**src/core/usic_defs.svh**
```systemverilog
// Offsets, field positions and reset values of the serial interface control block.
`ifndef USIC_DEFS_SVH
`define USIC_DEFS_SVH

// ----------------------------------------------------------------------------
// Register byte offsets
// ----------------------------------------------------------------------------
`define USIC_OFF_CTRL 8'h00
`define USIC_OFF_DATA 8'h04
`define USIC_OFF_STAT 8'h08
`define USIC_OFF_PORT 8'h0c

// ----------------------------------------------------------------------------
// Field positions
// ----------------------------------------------------------------------------
`define USIC_CTRL_TOGGLE 0
`define USIC_CTRL_STROBE 1
`define USIC_STAT_OIF 6
`define USIC_STAT_SIF 7
`define USIC_PORT_DIR_LSB 4

// ----------------------------------------------------------------------------
// Reset values and counter maximum
// ----------------------------------------------------------------------------
`define USIC_RST_BYTE 8'h00
`define USIC_RST_CNT 4'h0
`define USIC_RST_PORT 3'h0
`define USIC_CNT_MAX 4'hf

`endif

```
**src/core/usic_pkg.sv**
```systemverilog
// Types of the serial interface control block.
package usic_pkg;

  typedef enum logic [1:0] {
    USIC_WM_OFF = 2'b00,
    USIC_WM_THREE = 2'b01,
    USIC_WM_TWO = 2'b10,
    USIC_WM_TWO_HOLD = 2'b11
  } usic_wm_t;

  typedef enum logic [1:0] {
    USIC_CS_SOFT = 2'b00,
    USIC_CS_TIMER = 2'b01,
    USIC_CS_EXT_POS = 2'b10,
    USIC_CS_EXT_NEG = 2'b11
  } usic_cs_t;

endpackage : usic_pkg

```
**src/core/usic_ctrl.sv**
```systemverilog
// Wire-mode and clock-source control of the universal serial interface, with an APB slave.
`timescale 1ns/1ps
`include "usic_defs.svh"

module usic_ctrl (
  input wire logic pclk,
  input wire logic presetn,
  input wire logic psel,
  input wire logic penable,
  input wire logic pwrite,
  input wire logic [7:0] paddr,
  input wire logic [31:0] pwdata,
  output logic [31:0] prdata,
  output logic pready,
  output logic pslverr,
  input wire logic timer_ovf,
  input wire logic pin0_i,
  output logic pin0_o,
  output logic pin0_oe,
  output logic pin0_pu,
  output logic pin1_o,
  output logic pin1_oe,
  output logic pin1_pu,
  input wire logic pin2_i,
  output logic pin2_o,
  output logic pin2_oe,
  output logic pin2_pu,
  output usic_pkg::usic_wm_t wire_mode,
  output logic [3:0] count
);
  import usic_pkg::*;

  // ----------------------------------------------------------------------------
  // APB slave
  // ----------------------------------------------------------------------------
  logic pready_q, pslverr_q;
  logic [31:0] prdata_q;
  logic acc, wr;
  logic hit_ctrl, hit_data, hit_stat, hit_port, hit;
  logic ctrl_wr, data_wr, stat_wr, port_wr;
  logic [7:0] rd_byte;

  assign acc = psel & penable & ~pready_q;
  assign wr = psel & penable & pwrite & pready_q;
  assign hit_ctrl = paddr == `USIC_OFF_CTRL;
  assign hit_data = paddr == `USIC_OFF_DATA;
  assign hit_stat = paddr == `USIC_OFF_STAT;
  assign hit_port = paddr == `USIC_OFF_PORT;
  assign hit = hit_ctrl | hit_data | hit_stat | hit_port;
  assign ctrl_wr = wr & hit_ctrl;
  assign data_wr = wr & hit_data;
  assign stat_wr = wr & hit_stat;
  assign port_wr = wr & hit_port;

  // ----------------------------------------------------------------------------
  // Control, status and port state
  // ----------------------------------------------------------------------------
  logic [1:0] ie_q;
  usic_wm_t wm_q;
  usic_cs_t cs_q;
  logic clk_sel_q;
  logic [7:0] sr_q, sr_d;
  logic [3:0] cnt_q, cnt_d;
  logic sif_q, oif_q;
  logic [2:0] port_q, port_d, dir_q;
  logic lat_q, do_bit;

  always_comb begin
    if (hit_ctrl) begin
      // Strobe and toggle read as zero; the strobe bit reads back only as an external-clock select.
      rd_byte = {ie_q, wm_q, cs_q, clk_sel_q & cs_q[1], 1'b0};
    end else if (hit_data) begin
      rd_byte = sr_q;
    end else if (hit_stat) begin
      rd_byte = {sif_q, oif_q, 2'b00, cnt_q};
    end else if (hit_port) begin
      rd_byte = {1'b0, dir_q, 1'b0, port_q};
    end else begin
      rd_byte = 8'h00;
    end
  end

  always_ff @(posedge pclk or negedge presetn) begin
    if (!presetn) begin
      pready_q <= 1'b0;
      pslverr_q <= 1'b0;
      prdata_q <= 32'h0000_0000;
    end else begin
      pready_q <= acc;
      pslverr_q <= acc & ~hit;
      prdata_q <= acc ? {24'h00_0000, rd_byte} : prdata_q;
    end
  end

  // ----------------------------------------------------------------------------
  // Clock and data pin synchronisers and edge detection
  // ----------------------------------------------------------------------------
  logic [1:0] scl_sy_q, sda_sy_q;
  logic scl_dl_q, sda_dl_q;
  logic rise, fall, sda_fall;

  always_ff @(posedge pclk or negedge presetn) begin
    if (!presetn) begin
      // Both lines idle high on their pull-ups, so the detectors start high to avoid a false edge after reset.
      scl_sy_q <= 2'b11;
      sda_sy_q <= 2'b11;
      scl_dl_q <= 1'b1;
      sda_dl_q <= 1'b1;
    end else begin
      scl_sy_q <= {scl_sy_q[0], pin2_i};
      sda_sy_q <= {sda_sy_q[0], pin0_i};
      scl_dl_q <= scl_sy_q[1];
      sda_dl_q <= sda_sy_q[1];
    end
  end

  assign rise = scl_sy_q[1] & ~scl_dl_q;
  assign fall = ~scl_sy_q[1] & scl_dl_q;
  assign sda_fall = ~sda_sy_q[1] & sda_dl_q;

  // ----------------------------------------------------------------------------
  // Clock source selection
  // ----------------------------------------------------------------------------
  logic sw_strobe, tog_wr, tog_cnt, tmr_sel, ext_shift, ext_cnt;
  logic shift_en, cnt_en, opp_edge;
  logic ovf_evt, start_evt, hold;

  // A strobe shifts and counts only when the same write leaves the source select at zero; with toggle and bit 3 set it only counts.
  assign sw_strobe = ctrl_wr & pwdata[`USIC_CTRL_STROBE] & (pwdata[3:2] == USIC_CS_SOFT);
  assign tog_wr = ctrl_wr & pwdata[`USIC_CTRL_TOGGLE];
  assign tog_cnt = tog_wr & pwdata[3] & pwdata[`USIC_CTRL_STROBE];
  assign tmr_sel = (cs_q == USIC_CS_TIMER) & timer_ovf;
  assign ext_shift = cs_q[1] & (cs_q[0] ? fall : rise);
  assign ext_cnt = cs_q[1] & ~clk_sel_q & (rise | fall);
  assign shift_en = sw_strobe | tmr_sel | ext_shift;
  assign cnt_en = sw_strobe | tmr_sel | ext_cnt | tog_cnt;
  assign opp_edge = cs_q[0] ? rise : fall;

  // A register write wins over a shift or count in the same cycle.
  assign sr_d = data_wr ? pwdata[7:0] : (shift_en ? {sr_q[6:0], sda_sy_q[1]} : sr_q);
  assign cnt_d = stat_wr ? pwdata[3:0] : (cnt_en ? cnt_q + 4'h1 : cnt_q);
  assign ovf_evt = cnt_en & ~stat_wr & (cnt_q == `USIC_CNT_MAX);
  assign start_evt = wm_q[1] & sda_fall & scl_sy_q[1];
  assign hold = wm_q[1] & (sif_q | ((wm_q == USIC_WM_TWO_HOLD) & oif_q));
  assign port_d = port_wr ? pwdata[2:0] : port_q;
  assign do_bit = cs_q[1] ? lat_q : sr_q[7];

  always_ff @(posedge pclk or negedge presetn) begin
    if (!presetn) begin
      ie_q <= 2'b00;
      wm_q <= USIC_WM_OFF;
      cs_q <= USIC_CS_SOFT;
      clk_sel_q <= 1'b0;
      sr_q <= `USIC_RST_BYTE;
      cnt_q <= `USIC_RST_CNT;
      sif_q <= 1'b0;
      oif_q <= 1'b0;
      port_q <= `USIC_RST_PORT;
      dir_q <= `USIC_RST_PORT;
      lat_q <= 1'b0;
    end else begin
      if (ctrl_wr) begin
        ie_q <= pwdata[7:6];
        wm_q <= usic_wm_t'(pwdata[5:4]);
        cs_q <= usic_cs_t'(pwdata[3:2]);
        clk_sel_q <= pwdata[`USIC_CTRL_STROBE];
      end
      sr_q <= sr_d;
      cnt_q <= cnt_d;
      // Set wins over a clear written in the same cycle.
      sif_q <= start_evt | (sif_q & ~(stat_wr & pwdata[`USIC_STAT_SIF]));
      oif_q <= ovf_evt | (oif_q & ~(stat_wr & pwdata[`USIC_STAT_OIF]));
      port_q <= {port_d[2] ^ tog_wr, port_d[1:0]};
      if (port_wr) begin
        dir_q <= pwdata[`USIC_PORT_DIR_LSB +: 3];
      end
      if (~cs_q[1] | opp_edge) begin
        lat_q <= sr_q[7];
      end
    end
  end

  // ----------------------------------------------------------------------------
  // Pin drivers
  // ----------------------------------------------------------------------------
  logic two_wire, three_wire;
  assign two_wire = wm_q[1];
  assign three_wire = wm_q == USIC_WM_THREE;

  always_ff @(posedge pclk or negedge presetn) begin
    if (!presetn) begin
      pin0_o <= 1'b0;
      pin0_oe <= 1'b0;
      pin0_pu <= 1'b0;
      pin1_o <= 1'b0;
      pin1_oe <= 1'b0;
      pin1_pu <= 1'b0;
      pin2_o <= 1'b0;
      pin2_oe <= 1'b0;
      pin2_pu <= 1'b0;
    end else begin
      pin0_o <= two_wire ? 1'b0 : port_q[0];
      pin0_oe <= dir_q[0] & (~two_wire | ~(do_bit & port_q[0]));
      pin0_pu <= ~dir_q[0] & port_q[0] & ~two_wire;
      pin1_o <= three_wire ? do_bit : port_q[1];
      pin1_oe <= dir_q[1];
      pin1_pu <= ~dir_q[1] & port_q[1];
      pin2_o <= two_wire ? 1'b0 : port_q[2];
      pin2_oe <= dir_q[2] & (~two_wire | ~port_q[2] | hold);
      pin2_pu <= ~dir_q[2] & port_q[2] & ~two_wire;
    end
  end

  assign prdata = prdata_q;
  assign pready = pready_q;
  assign pslverr = pslverr_q;
  assign wire_mode = wm_q;
  assign count = cnt_q;
endmodule : usic_ctrl

```
**config.mk**
```make
export PLATFORM = sky130hd
export DESIGN_NAME = usic_ctrl
export DESIGN_NICKNAME = d
export VERILOG_FILES = /design/src/core/usic_pkg.sv /design/src/core/usic_ctrl.sv
export VERILOG_INCLUDE_DIRS = /design/src /design/src/core
export SDC_FILE = /design/constraint.sdc
export NUM_CORES = 1
export LEC_CHECK = 0
export BUFFER_PORTS_ARGS = -buffer_cell sky130_fd_sc_hd__buf_4
export CAP_MARGIN = 0
export CORE_MARGIN = 1
export CORE_UTILIZATION = 35
export DETAILED_ROUTE_END_ITERATION = 10
export HOLD_SLACK_MARGIN = 0.02
export PLACE_DENSITY_LB_ADDON = 0.1
export SLEW_MARGIN = 30
export SYNTH_ARGS = -nofsm -noshare
export SYNTH_HDL_FRONTEND = slang
export SYNTH_SLANG_ARGS = --single-unit
```
**constraint.sdc**
```tcl
create_clock -name pclk -period 2.2 [get_ports pclk]
set_input_delay 0.11 -clock pclk [delete_from_list [all_inputs] [get_ports pclk]]
set_output_delay 0.11 -clock pclk [all_outputs]
set_load 0.01 [all_outputs]
```
==> summary.txt, run 1 <==
Synth
  – Count of synthesis-stage warnings from yosys: 0
  – Predominant post-synthesis flop cell: dfrtp_1
  – Post-synthesis register bit count: 53
  – Synthesized cell area: 2602 µm²
  – Synth cell types: 42
  – Post-synth EDFFs: 0
  – Sequential-to-total area share from yosys stat: 51.25%
  – Post-synthesis instance total: 236
  – FFs w/ async S/R, synth: 100.0%
  – Post-Syn Area per Cell: 11.03 µm²

Worst setup path
  – Data required time of the critical path: 2.45 ns
  – Startpoint types: flip-flop
  – Endpoint class of the critical path: flip-flop
  – Largest incremental delay on the critical path: 0.58 ns
  – CP top delay family: simple AND/OR/NAND/NOR gates
  – Max FO, Critical Path: 6
  – Arrival @ worst endpoint: 2.25 ns
  – Ordered list of cells on the worst path: inv_1, ha_1, o31ai_1, a31oi_1, or4_1, nand3_1
  – Master of the slowest instance on the critical path: dfstp_2
  – Worst Path Class, Setup: flip-flop to flip-flop
  – Crit path buf inv count: 1

Global route
  – Total global routing track utilization: 15.28%
  – Pin count of the biggest net entering global routing: 54
  – Antenna violations before repair: 0
  – Wire length of the first global-routing pass: 8873 µm
  – Total grt overflow: 0
  – Vias in the first global route: 1,709

Clocking
  – Total number of H-tree levels: 2
  – Clock sink count: 53
  – Clock transition time at the flip-flop clock pins of the worst setup and hold paths: 0.10 ns
  – Cell at the root of the clock tree: clkbuf_8
  – CTS buffer count: 5
  – CTS max path bufs: 2
  – Worst-Skew Late Latency: 0.31 ns
  – TritonCTS clock tree: built

Place
  – Final weighted congestion of routability-driven global placement: 0.7222
  – Detailed Place HPWL: 3994 µm
  – Number of port buffers: 48
  – Placed Cells incl. Taps: 380
  – Placed inst area: 3000 µm²

Timing
  – Maximum frequency from static timing analysis: 499.6 MHz
  – Final-report hold violation count: 0
  – Pin slew with the least headroom to its limit: 0.6809 ns
  – Remaining max-slew budget at the tightest pin: 54.61%
  – Sum of negative setup slack: 0 ns
  – Period minus WS final: 2.002 ns
  – Min Hold Slack: 0.04904 ns
  – Count of endpoints failing setup in the final report: 0
  – Unrepaired setup endpoints after global routing: no
  – Count of final max-slew check failures: 0
  – Final Cycle Share: 90.98%
  – Worst-case clock skew: 0.005288 ns

Floorplan
  – Row Count: 31
  – Die boundary width: 88.23 µm
  – CORE AREA: 7214 µm²
  – Die Ht: 88.23 µm
  – Starting utilization of the core area: 36.07%
  – I/O pin total: 97
  – Die area: 7785 µm²

Layout
  – Post-layout net count: 344
  – Layout Area Growth over Synthesis: 21.83%
  – Share of layout cells above drive strength 1: 30.95%
  – Commonest non-fill, non-tap cells in the layout: buf_4, dfrtp_1, conb_1, nand2_1, nor2_1
  – Area of all placed cells without fillers: 3171 µm²
  – Number of antenna repair diodes: 0
  – Most common cell after layout, fill and taps aside: buf_4
  – Count of placed standard cells in the final layout, fillers left out: 393
  – Share of the core filled with cells in the final layout: 43.95%
  – FILL cells: 720

Drt
  – Average routed wire per standard cell: 14.11 µm
  – Total DRC errors in the routed layout: 0
  – Starting DRC count in detailed routing: 97
  – Total iterations of the first detailed-routing run: 4
  – Vias/cell: 4.684
  – Final ANT Viol Nets: 0
  – Wirelength, routed: 5544 µm
  – Total via count in the routed design: 1,841

Flow run
  – Maximum Capacitance Violations: 0

Hold path
  – Path type of the worst min-delay path: primary input to flip-flop

Status
  – Outcome: complete, no violations

Pwr
  – Power Density: 740.3 nW/µm²
  – Lkg Pwr: 1.544 nW
  – Worst vdd rail ir drop: 0.2366 mV
[sequential cells by signal, summed over array words and instances, names as in the netlist, 3 cells and up]
register,count
port_q,3
sr_q,8
prdata,8
count,4
dir_q,3
[timing repair]
item	in CTS	in global routing
setup endpoints to repair	0	8
gates resized for setup	0	1
hold buffers	5	0
hold endpoints to repair	51	0
buffers inserted	0	0
[logic make-up after synthesis]
kind of cell | Yosys count | share of synthesized area (%)
other cells | 1 | 0.1441
compound gates | 39 | 9.135
xor+xnor | 2 | 0.6732
fa+ha+maj | 3 | 1.442
simple gates | 69 | 14.38
flops | 53 | 51.25
buf+inv | 37 | 8.942
mux | 32 | 14.04
[area by class of cell]
cell class	instances	area (µm²)	share of cell area, %
clock inverters	2	38.79	1.223
multi-input cells	169	1131	35.67
repair buffers	58	447.9	14.13
well taps	99	123.9	3.907
clock buffers	6	72.57	2.289
flip-flops and latches	53	1334	42.07
inverters	6	22.52	0.7103
[layer usage]
| layer | global-route usage, % | vias to the layer above | share of wire, % |
|---|---|---|---|
| li1 | - | 887 | - |
| met1 | 22.02 | 899 | 48 |
| met2 | 23.36 | 49 | 47 |
| met3 | 3.172 | 6 | 4.4 |
| met4 | 4.106 | 0 | 0.97 |
| met5 | 0 | - | 0 |
[metrics by stage]
stage,power (W),setup WS (ns)
final,0.002347,0.1985
after global routing,0.002498,0.08567
after CTS,0.002373,0.04993
after detailed placement,0.001684,0.007976
after global placement,0.001679,0.03307
after floorplan,0.001511,0.3486
[path summary, 6_finish.rpt]
| kind | from | endpoint | slack, ns | cells past startpoint |
|---|---|---|---|---|
| max in group asynchronous | presetn | cs_q[0] | 1.37 | 2 |
| worst max register to register | scl_sy_q[1] | count[3] | 0.20 | 6 |
| min in group asynchronous | presetn | pin1_pu | 0.37 | 2 |
| worst min-delay path | pwdata[5] | dir_q[1] | 0.05 | 2 |
| worst max-delay path | scl_sy_q[1] | count[3] | 0.20 | 6 |
| worst min register to register | sda_sy_q[0] | sda_sy_q[1] | 0.36 | 0 |
[synth_stat cells (all sizes together), types with 2 or more instances]
| cell type | number | share of area (%) |
|---|---|---|
| nand4b | 3 | 1.0 |
| ha | 3 | 1.4 |
| mux2i | 14 | 5.4 |
| nor2b | 8 | 1.9 |
| or2 | 3 | 0.82 |
| mux4 | 2 | 1.7 |
| clkbuf | 2 | 0.29 |
| buf | 29 | 7.8 |
| or4 | 2 | 0.72 |
| a31oi | 4 | 1.2 |
| o21ai | 12 | 2.3 |
| nand3 | 5 | 0.96 |
| nor2 | 18 | 2.6 |
| xor2 | 2 | 0.67 |
| dfrtp | 47 | 45 |
| nand2 | 21 | 3.0 |
| inv | 6 | 0.87 |
| a22o | 3 | 1.0 |
| nor4 | 3 | 1.5 |
| dfstp | 6 | 6.1 |
| a21oi | 13 | 2.5 |
| a22oi | 2 | 0.58 |
| mux2 | 16 | 6.9 |
[power by group]
part           internal [W]  switching [W]  leakage (nW)
Combinational      0.000238       0.000220         0.823
Clock              0.000342       0.000337        0.0554
Sequential          0.00109       0.000116         0.666
Total               0.00167       0.000673          1.54
[worst register-to-register path, cell delays in order (launching register included)]
cell	delay (ns)
dfstp_2	0.58
inv_1	0.05
ha_1	0.29
o31ai_1	0.26
a31oi_1	0.16
or4_1	0.51
nand3_1	0.09
(Power assumes the default switching activity.)
==> run 2, diff against run 1 <==
Settings changed: CORE_ASPECT_RATIO set to 0.8.
==> run 2 against run 1 <==
  * The flow now finishes with violations (DRC)
  * Clock power rose by 14%
  * Highest routed layer unchanged
  * Wire length rose by 2.1%
  * Via count fell by 1.7%
==> summary.txt, run 2 (synthesis results as in run 1) <==
Layout
  – FILL cells: 681
  – Multi-input combinational cell area: 1131 µm²
  – Share of layout cells above drive strength 1: 31.63%
  – Number of antenna repair diodes: 0
  – Post-layout net count: 344
  – Area of all placed cells without fillers: 3176 µm²
  – Most common cell after layout, fill and taps aside: buf_4
  – Area of all sequential standard cells: 1334 µm²
  – Layout Area Growth over Synthesis: 22.02%
  – Commonest non-fill, non-tap cells in the layout: buf_4, dfrtp_1, conb_1, nand2_1, nor2_1

Drt
  – Average routed wire per standard cell: 14.86 µm
  – Total via count in the routed design: 1,810
  – Wirelength, routed: 5661 µm
  – Total DRC errors in the routed layout: 1
  – Starting DRC count in detailed routing: 100
  – Vias/cell: 4.751
  – Final ANT Viol Nets: 0
  – Total iterations of the first detailed-routing run: 9

Floorplan
  – Starting utilization of the core area: 37.04%
  – Die boundary width: 98.41 µm
  – I/O pin total: 97
  – Die Ht: 79.13 µm
  – Die area: 7787 µm²
  – CORE AREA: 7027 µm²
  – Row Count: 27

Pwr
  – Worst vdd rail ir drop: 0.3197 mV
  – Power Density: 770.5 nW/µm²
  – Lkg Pwr: 1.558 nW

Worst setup path
  – Crit path buf inv count: 1
  – Register-to-register setup slack: 0.22 ns
  – Data required time of the critical path: 2.44 ns
  – Worst reg2reg endpoint: count[3]
  – Startpoint types: flip-flop
  – Largest incremental delay on the critical path: 0.58 ns
  – CP Depth: 6
  – Worst Path Class, Setup: flip-flop to flip-flop
  – Max FO, Critical Path: 5
  – Endpoint class of the critical path: flip-flop
  – CP top delay family: simple AND/OR/NAND/NOR gates
  – Ordered list of cells on the worst path: inv_1, ha_1, o31ai_1, a31oi_1, or4_1, nand3_1
  – Master of the slowest instance on the critical path: dfstp_2
  – Path depth of the worst reg2reg path: 6
  – Arrival @ worst endpoint: 2.22 ns
  – Startpoint of the worst register-to-register path: scl_sy_q[1]

Hold path
  – Startpoint of the lowest-slack hold path: pwdata[4]
  – Hold Path Depth: 3
  – Hold Crit Endpoint: dir_q[0]
  – Path type of the worst min-delay path: primary input to flip-flop

Clocking
  – CTS max path bufs: 2
  – Cell at the root of the clock tree: clkbuf_8
  – Worst-Skew Late Latency: 0.30 ns
  – Total number of H-tree levels: 2
  – CTS buffer count: 5
  – Number of buffers inserted to repair setup after CTS: 0
  – Clock transition time at the flip-flop clock pins of the worst setup and hold paths: 0.09 ns
  – Clock sink count: 53
  – TritonCTS clock tree: built

Timing
  – Sum of negative setup slack: 0 ns
  – Count of endpoints failing setup in the final report: 0
  – Final-report hold violation count: 0
  – Worst-case clock skew: 0.007225 ns
  – Pin slew with the least headroom to its limit: 0.6797 ns
  – Remaining max-slew budget at the tightest pin: 54.69%
  – Maximum frequency from static timing analysis: 504.9 MHz
  – Period minus WS final: 1.981 ns
  – Final Cycle Share: 90.03%
  – Count of final max-slew check failures: 0
  – Unrepaired setup endpoints after global routing: no

Flow run
  – Maximum Capacitance Violations: 0

Place
  – Detailed Place HPWL: 4131 µm
  – Placed inst area: 2993 µm²
  – Number of port buffers: 48
  – Final weighted congestion of routability-driven global placement: 0.7174

Global route
  – Met3 Use GR: 2.817%
  – Fraction of met2 tracks used by global routing: 22.89%
  – Pin count of the biggest net entering global routing: 54
  – Total grt overflow: 0
  – Total global routing track utilization: 15.29%
  – Vias in the first global route: 1,691
  – Global routing usage on met1: 22.93%
  – Wire length of the first global-routing pass: 9142 µm
  – GRT busiest layer: met1
  – Antenna violations before repair: 0

Status
  – Outcome: complete, but fails checks
  – Failing checks: DRC
==> run 2: timing repair <==
| item | in CTS | in global routing |
|---|---|---|
| endpoints found under the setup margin | 0 | 8 |
| hold buffers | 4 | 0 |
| endpoints found under the hold margin | 50 | 0 |
| resized for setup | 0 | 1 |
==> run 2: per-stage QoR <==
step / util [%] / std cells / worst slack [ns] / total power (W) / hold WS (ns)
6_report: 45.19 / 381 / 0.2192 / 0.002447 / 0.03042
5_1_grt: 45.19 / 381 / 0.08701 / 0.002590 / 0.02795
4_1_cts: 45.07 / 381 / 0.02746 / 0.002476 / 0.02386
3_5_place_dp: 42.59 / 369 / 0.03738 / 0.001689 / 0.1998
3_3_place_gp: 42.59 / 369 / 0.07239 / 0.001683 / 0.2001
2_1_floorplan: - / 259 / 0.3486 / 0.001511 / -0.1856
==> run 2: worst max-delay path by stage <==
stage	to	startpoint	slack (ns)
after detailed placement	sr_q[6]	scl_sy_q[1]	0.04
after global placement	sr_q[2]	scl_sy_q[1]	0.07
after CTS	sr_q[6]	scl_sy_q[1]	0.03
final	count[3]	scl_sy_q[1]	0.22
after global routing	sr_q[6]	scl_sy_q[1]	0.09
after floorplan	sr_q[0]	scl_sy_q[1]	0.35
==> run 2: report_power, final <==
part / internal (W) / leakage, nW / total, W / switching (W)
Clock: 0.000452 / 0.0681 / 0.000774 / 0.000322
Sequential: 0.00109 / 0.666 / 0.00121 / 0.000114
Combinational: 0.000238 / 0.824 / 0.000465 / 0.000227
Total: 0.00178 / 1.56 / 0.00245 / 0.000663
==> run 2: area by class of cell <==
cell class / instances / share of cell area [%]
multi-input combinational: 169 / 35.62
tap: 87 / 3.428
inverter: 6 / 0.7092
timing repair buffer: 58 / 14.03
clock buffer: 5 / 2.167
clock inverter: 3 / 2.049
sequential: 53 / 42.00
==> run 2: worst reg2reg max path: cells and delay by family, from the launching register on <==
| family | cells | cell delay, ns |
|---|---|---|
| DFF | 1 | 0.58 |
| AOI/OAI and AO/OA | 2 | 0.41 |
| and+or+nand+nor | 2 | 0.59 |
| adders and majority gates | 1 | 0.29 |
| buffers and inverters | 1 | 0.05 |
==> run 2: routing by layer <==
metal,part of all wire [%],up-vias
met3,3.9,4
li1,-,892
met1,52,869
met4,0.55,0
met5,0,-
met2,44,45
==> run 3, diff against run 2 <==
Settings changed: CORE_ASPECT_RATIO 0.8 to 2, PLACE_DENSITY set to 0.67, PLACE_DENSITY_LB_ADDON 0.1 to not set.
==> run 3 against run 2 <==
  * Critical path depth up 1
  * Sequential cell count unchanged
  * Global-route usage up 0.54 points
  * Register-to-register slack about the same
  * Worst hold slack better by 0.027 ns
  * Worst setup slack worse by 0.0065 ns
  * Design area up 2.3%
  * Largest power group unchanged
  * Combinational power about the same
  * Core utilization down 0.14 points
  * Via count up 2.9%
  * Count of clock-buffer cells in the layout unchanged
  * The flow now finishes without violations
==> summary.txt, run 3 (synthesis results as in run 1) <==
Drt
  – Total via count in the routed design: 1,862
  – Total iterations of the first detailed-routing run: 4
  – Wirelength, routed: 5755 µm
  – Average routed wire per standard cell: 14.87 µm
  – Vias/cell: 4.811
  – Total DRC errors in the routed layout: 0
  – Starting DRC count in detailed routing: 76
  – Final ANT Viol Nets: 0

Worst setup path
  – Endpoint class of the critical path: flip-flop
  – Ordered list of cells on the worst path: inv_1, ha_1, mux2i_1, o21ai_0, a31oi_4, mux2i_1, a21oi_1
  – Arrival @ worst endpoint: 2.17 ns
  – Register-to-register setup slack: 0.21 ns
  – CP top delay family: compound AO/OA/AOI/OAI gates
  – Master of the slowest instance on the critical path: dfstp_2
  – Startpoint types: flip-flop
  – Most frequent cell on the critical path: mux2i_1
  – Max FO, Critical Path: 8
  – Worst Path Class, Setup: flip-flop to flip-flop
  – Data required time of the critical path: 2.39 ns
  – Crit path buf inv count: 1
  – Largest incremental delay on the critical path: 0.57 ns

Layout
  – Number of antenna repair diodes: 0
  – Post-layout net count: 345
  – Most common cell after layout, fill and taps aside: buf_4
  – Area of all placed cells without fillers: 3249 µm²
  – Layout Area Growth over Synthesis: 24.86%
  – Share of layout cells above drive strength 1: 31.86%
  – Commonest non-fill, non-tap cells in the layout: buf_4, dfrtp_1, conb_1, nand2_1, nor2_1

Floorplan
  – Row Count: 44
  – Starting utilization of the core area: 36.09%
  – Die boundary width: 62.98 µm
  – Die Ht: 124.0 µm
  – I/O pin total: 97
  – CORE AREA: 7212 µm²
  – Die area: 7806 µm²

Hold path
  – Path type of the worst min-delay path: primary input to flip-flop

Timing
  – Worst-case clock skew: 0.008957 ns
  – Sum of negative setup slack: 0 ns
  – Final-report hold violation count: 0
  – Period minus WS final: 1.987 ns
  – Maximum frequency from static timing analysis: 503.2 MHz
  – Unrepaired setup endpoints after global routing: no
  – Remaining max-slew budget at the tightest pin: 54.98%
  – Pin slew with the least headroom to its limit: 0.6753 ns
  – Final Cycle Share: 90.33%
  – Count of final max-slew check failures: 0
  – Count of endpoints failing setup in the final report: 0

Pwr
  – Power Density: 834.8 nW/µm²
  – Internal: 0.001988 W
  – Gate power share: 17.2%
  – Switching power of the nets: 0.0007246 W
  – Relative contribution of sequential cells to total power: 44.9%
  – Sw Share: 26.71%
  – Lkg Pwr: 1.590 nW
  – Worst vdd rail ir drop: 0.3936 mV
  – Clk network pwr share: 37.9%

Global route
  – Wire length of the first global-routing pass: 9190 µm
  – Vias in the first global route: 1,769
  – Antenna violations before repair: 0
  – Pin count of the biggest net entering global routing: 54
  – Total grt overflow: 0
  – Total global routing track utilization: 15.83%

Clocking
  – Cell at the root of the clock tree: clkbuf_16
  – Clock sink count: 53
  – Clock transition time at the flip-flop clock pins of the worst setup and hold paths: 0.07 ns
  – Worst-Skew Late Latency: 0.30 ns
  – CTS buffer count: 5
  – TritonCTS clock tree: built
  – CTS max path bufs: 2
  – Total number of H-tree levels: 2

Place
  – Detailed Place HPWL: 4225 µm
  – Placed inst area: 3007 µm²
  – Number of port buffers: 48
  – Final weighted congestion of routability-driven global placement: 0.7895

Status
  – Outcome: complete, no violations

Flow run
  – Maximum Capacitance Violations: 0
-- run 3: changes by cell type in the layout (fill, tap and decap cells not counted), sizes merged --
cell,delta
inv,+1
clkinv,-1
buf,+1
-- run 3: per-layer routing --
| metal | vias up | part of all wire [%] | track usage [%] |
|---|---|---|---|
| li1 | 892 | - | - |
| met5 | - | 0 | 0 |
| met1 | 907 | 36 | 16.37 |
| met3 | 7 | 4.0 | 2.564 |
| met2 | 56 | 58 | 30.04 |
| met4 | 0 | 2.1 | 8.140 |
-- run 3: stage by stage --
step / instances / util [%] / hold slack, ns / power (W) / worst slack [ns]
floorplan: 259 / - / -0.1856 / 0.001511 / 0.3486
CTS: 387 / 44.93 / 0.05689 / 0.002730 / 0.02954
global route: 387 / 45.06 / 0.05903 / 0.002845 / 0.05805
global placement: 375 / 41.69 / 0.1888 / 0.001681 / 0.07171
finish: 387 / 45.06 / 0.05777 / 0.002713 / 0.2128
detailed placement: 375 / 41.69 / 0.1961 / 0.001698 / 0.03436
-- run 3: timing repair --
action | CTS | global route
setup endpoints to repair | 0 | 8
hold endpoints to repair | 50 | 0
gates resized for setup | 0 | 1
hold buffers | 4 | 0
buffers inserted | 0 | 0
-- run 3: final cells by class --
class | instances | area, µm²
Inverter | 6 | 22.52
Multi-Input combinational cell | 169 | 1131
Clock inverter | 3 | 68.82
Sequential cell | 53 | 1334
Tap cell | 92 | 115.1
Clock buffer | 5 | 125.1
Timing Repair Buffer | 59 | 452.9
Fill cell | 693 | 3963
-- run 3: final timing paths --
kind / end / startpoint / depth (start not counted)
min: ie_q[1] / pwdata[7] / 2
min reg2reg: scl_sy_q[1] / scl_sy_q[0] / 0
min in group asynchronous: pin2_o / presetn / 2
max reg2reg: sr_q[5] / scl_sy_q[1] / 7
max in group asynchronous: pslverr / presetn / 2
max: sr_q[5] / scl_sy_q[1] / 7
-- run 3: power by group through the flow --
stage	Combinational [W]	Clock (W)	Sequential (W)
finish	0.000465	0.00103	0.00122
CTS	0.000468	0.00104	0.00122
global placement	0.000450	0	0.00123
floorplan	0.000297	0	0.00121
global route	0.000530	0.00108	0.00124
detailed placement	0.000460	0	0.00124
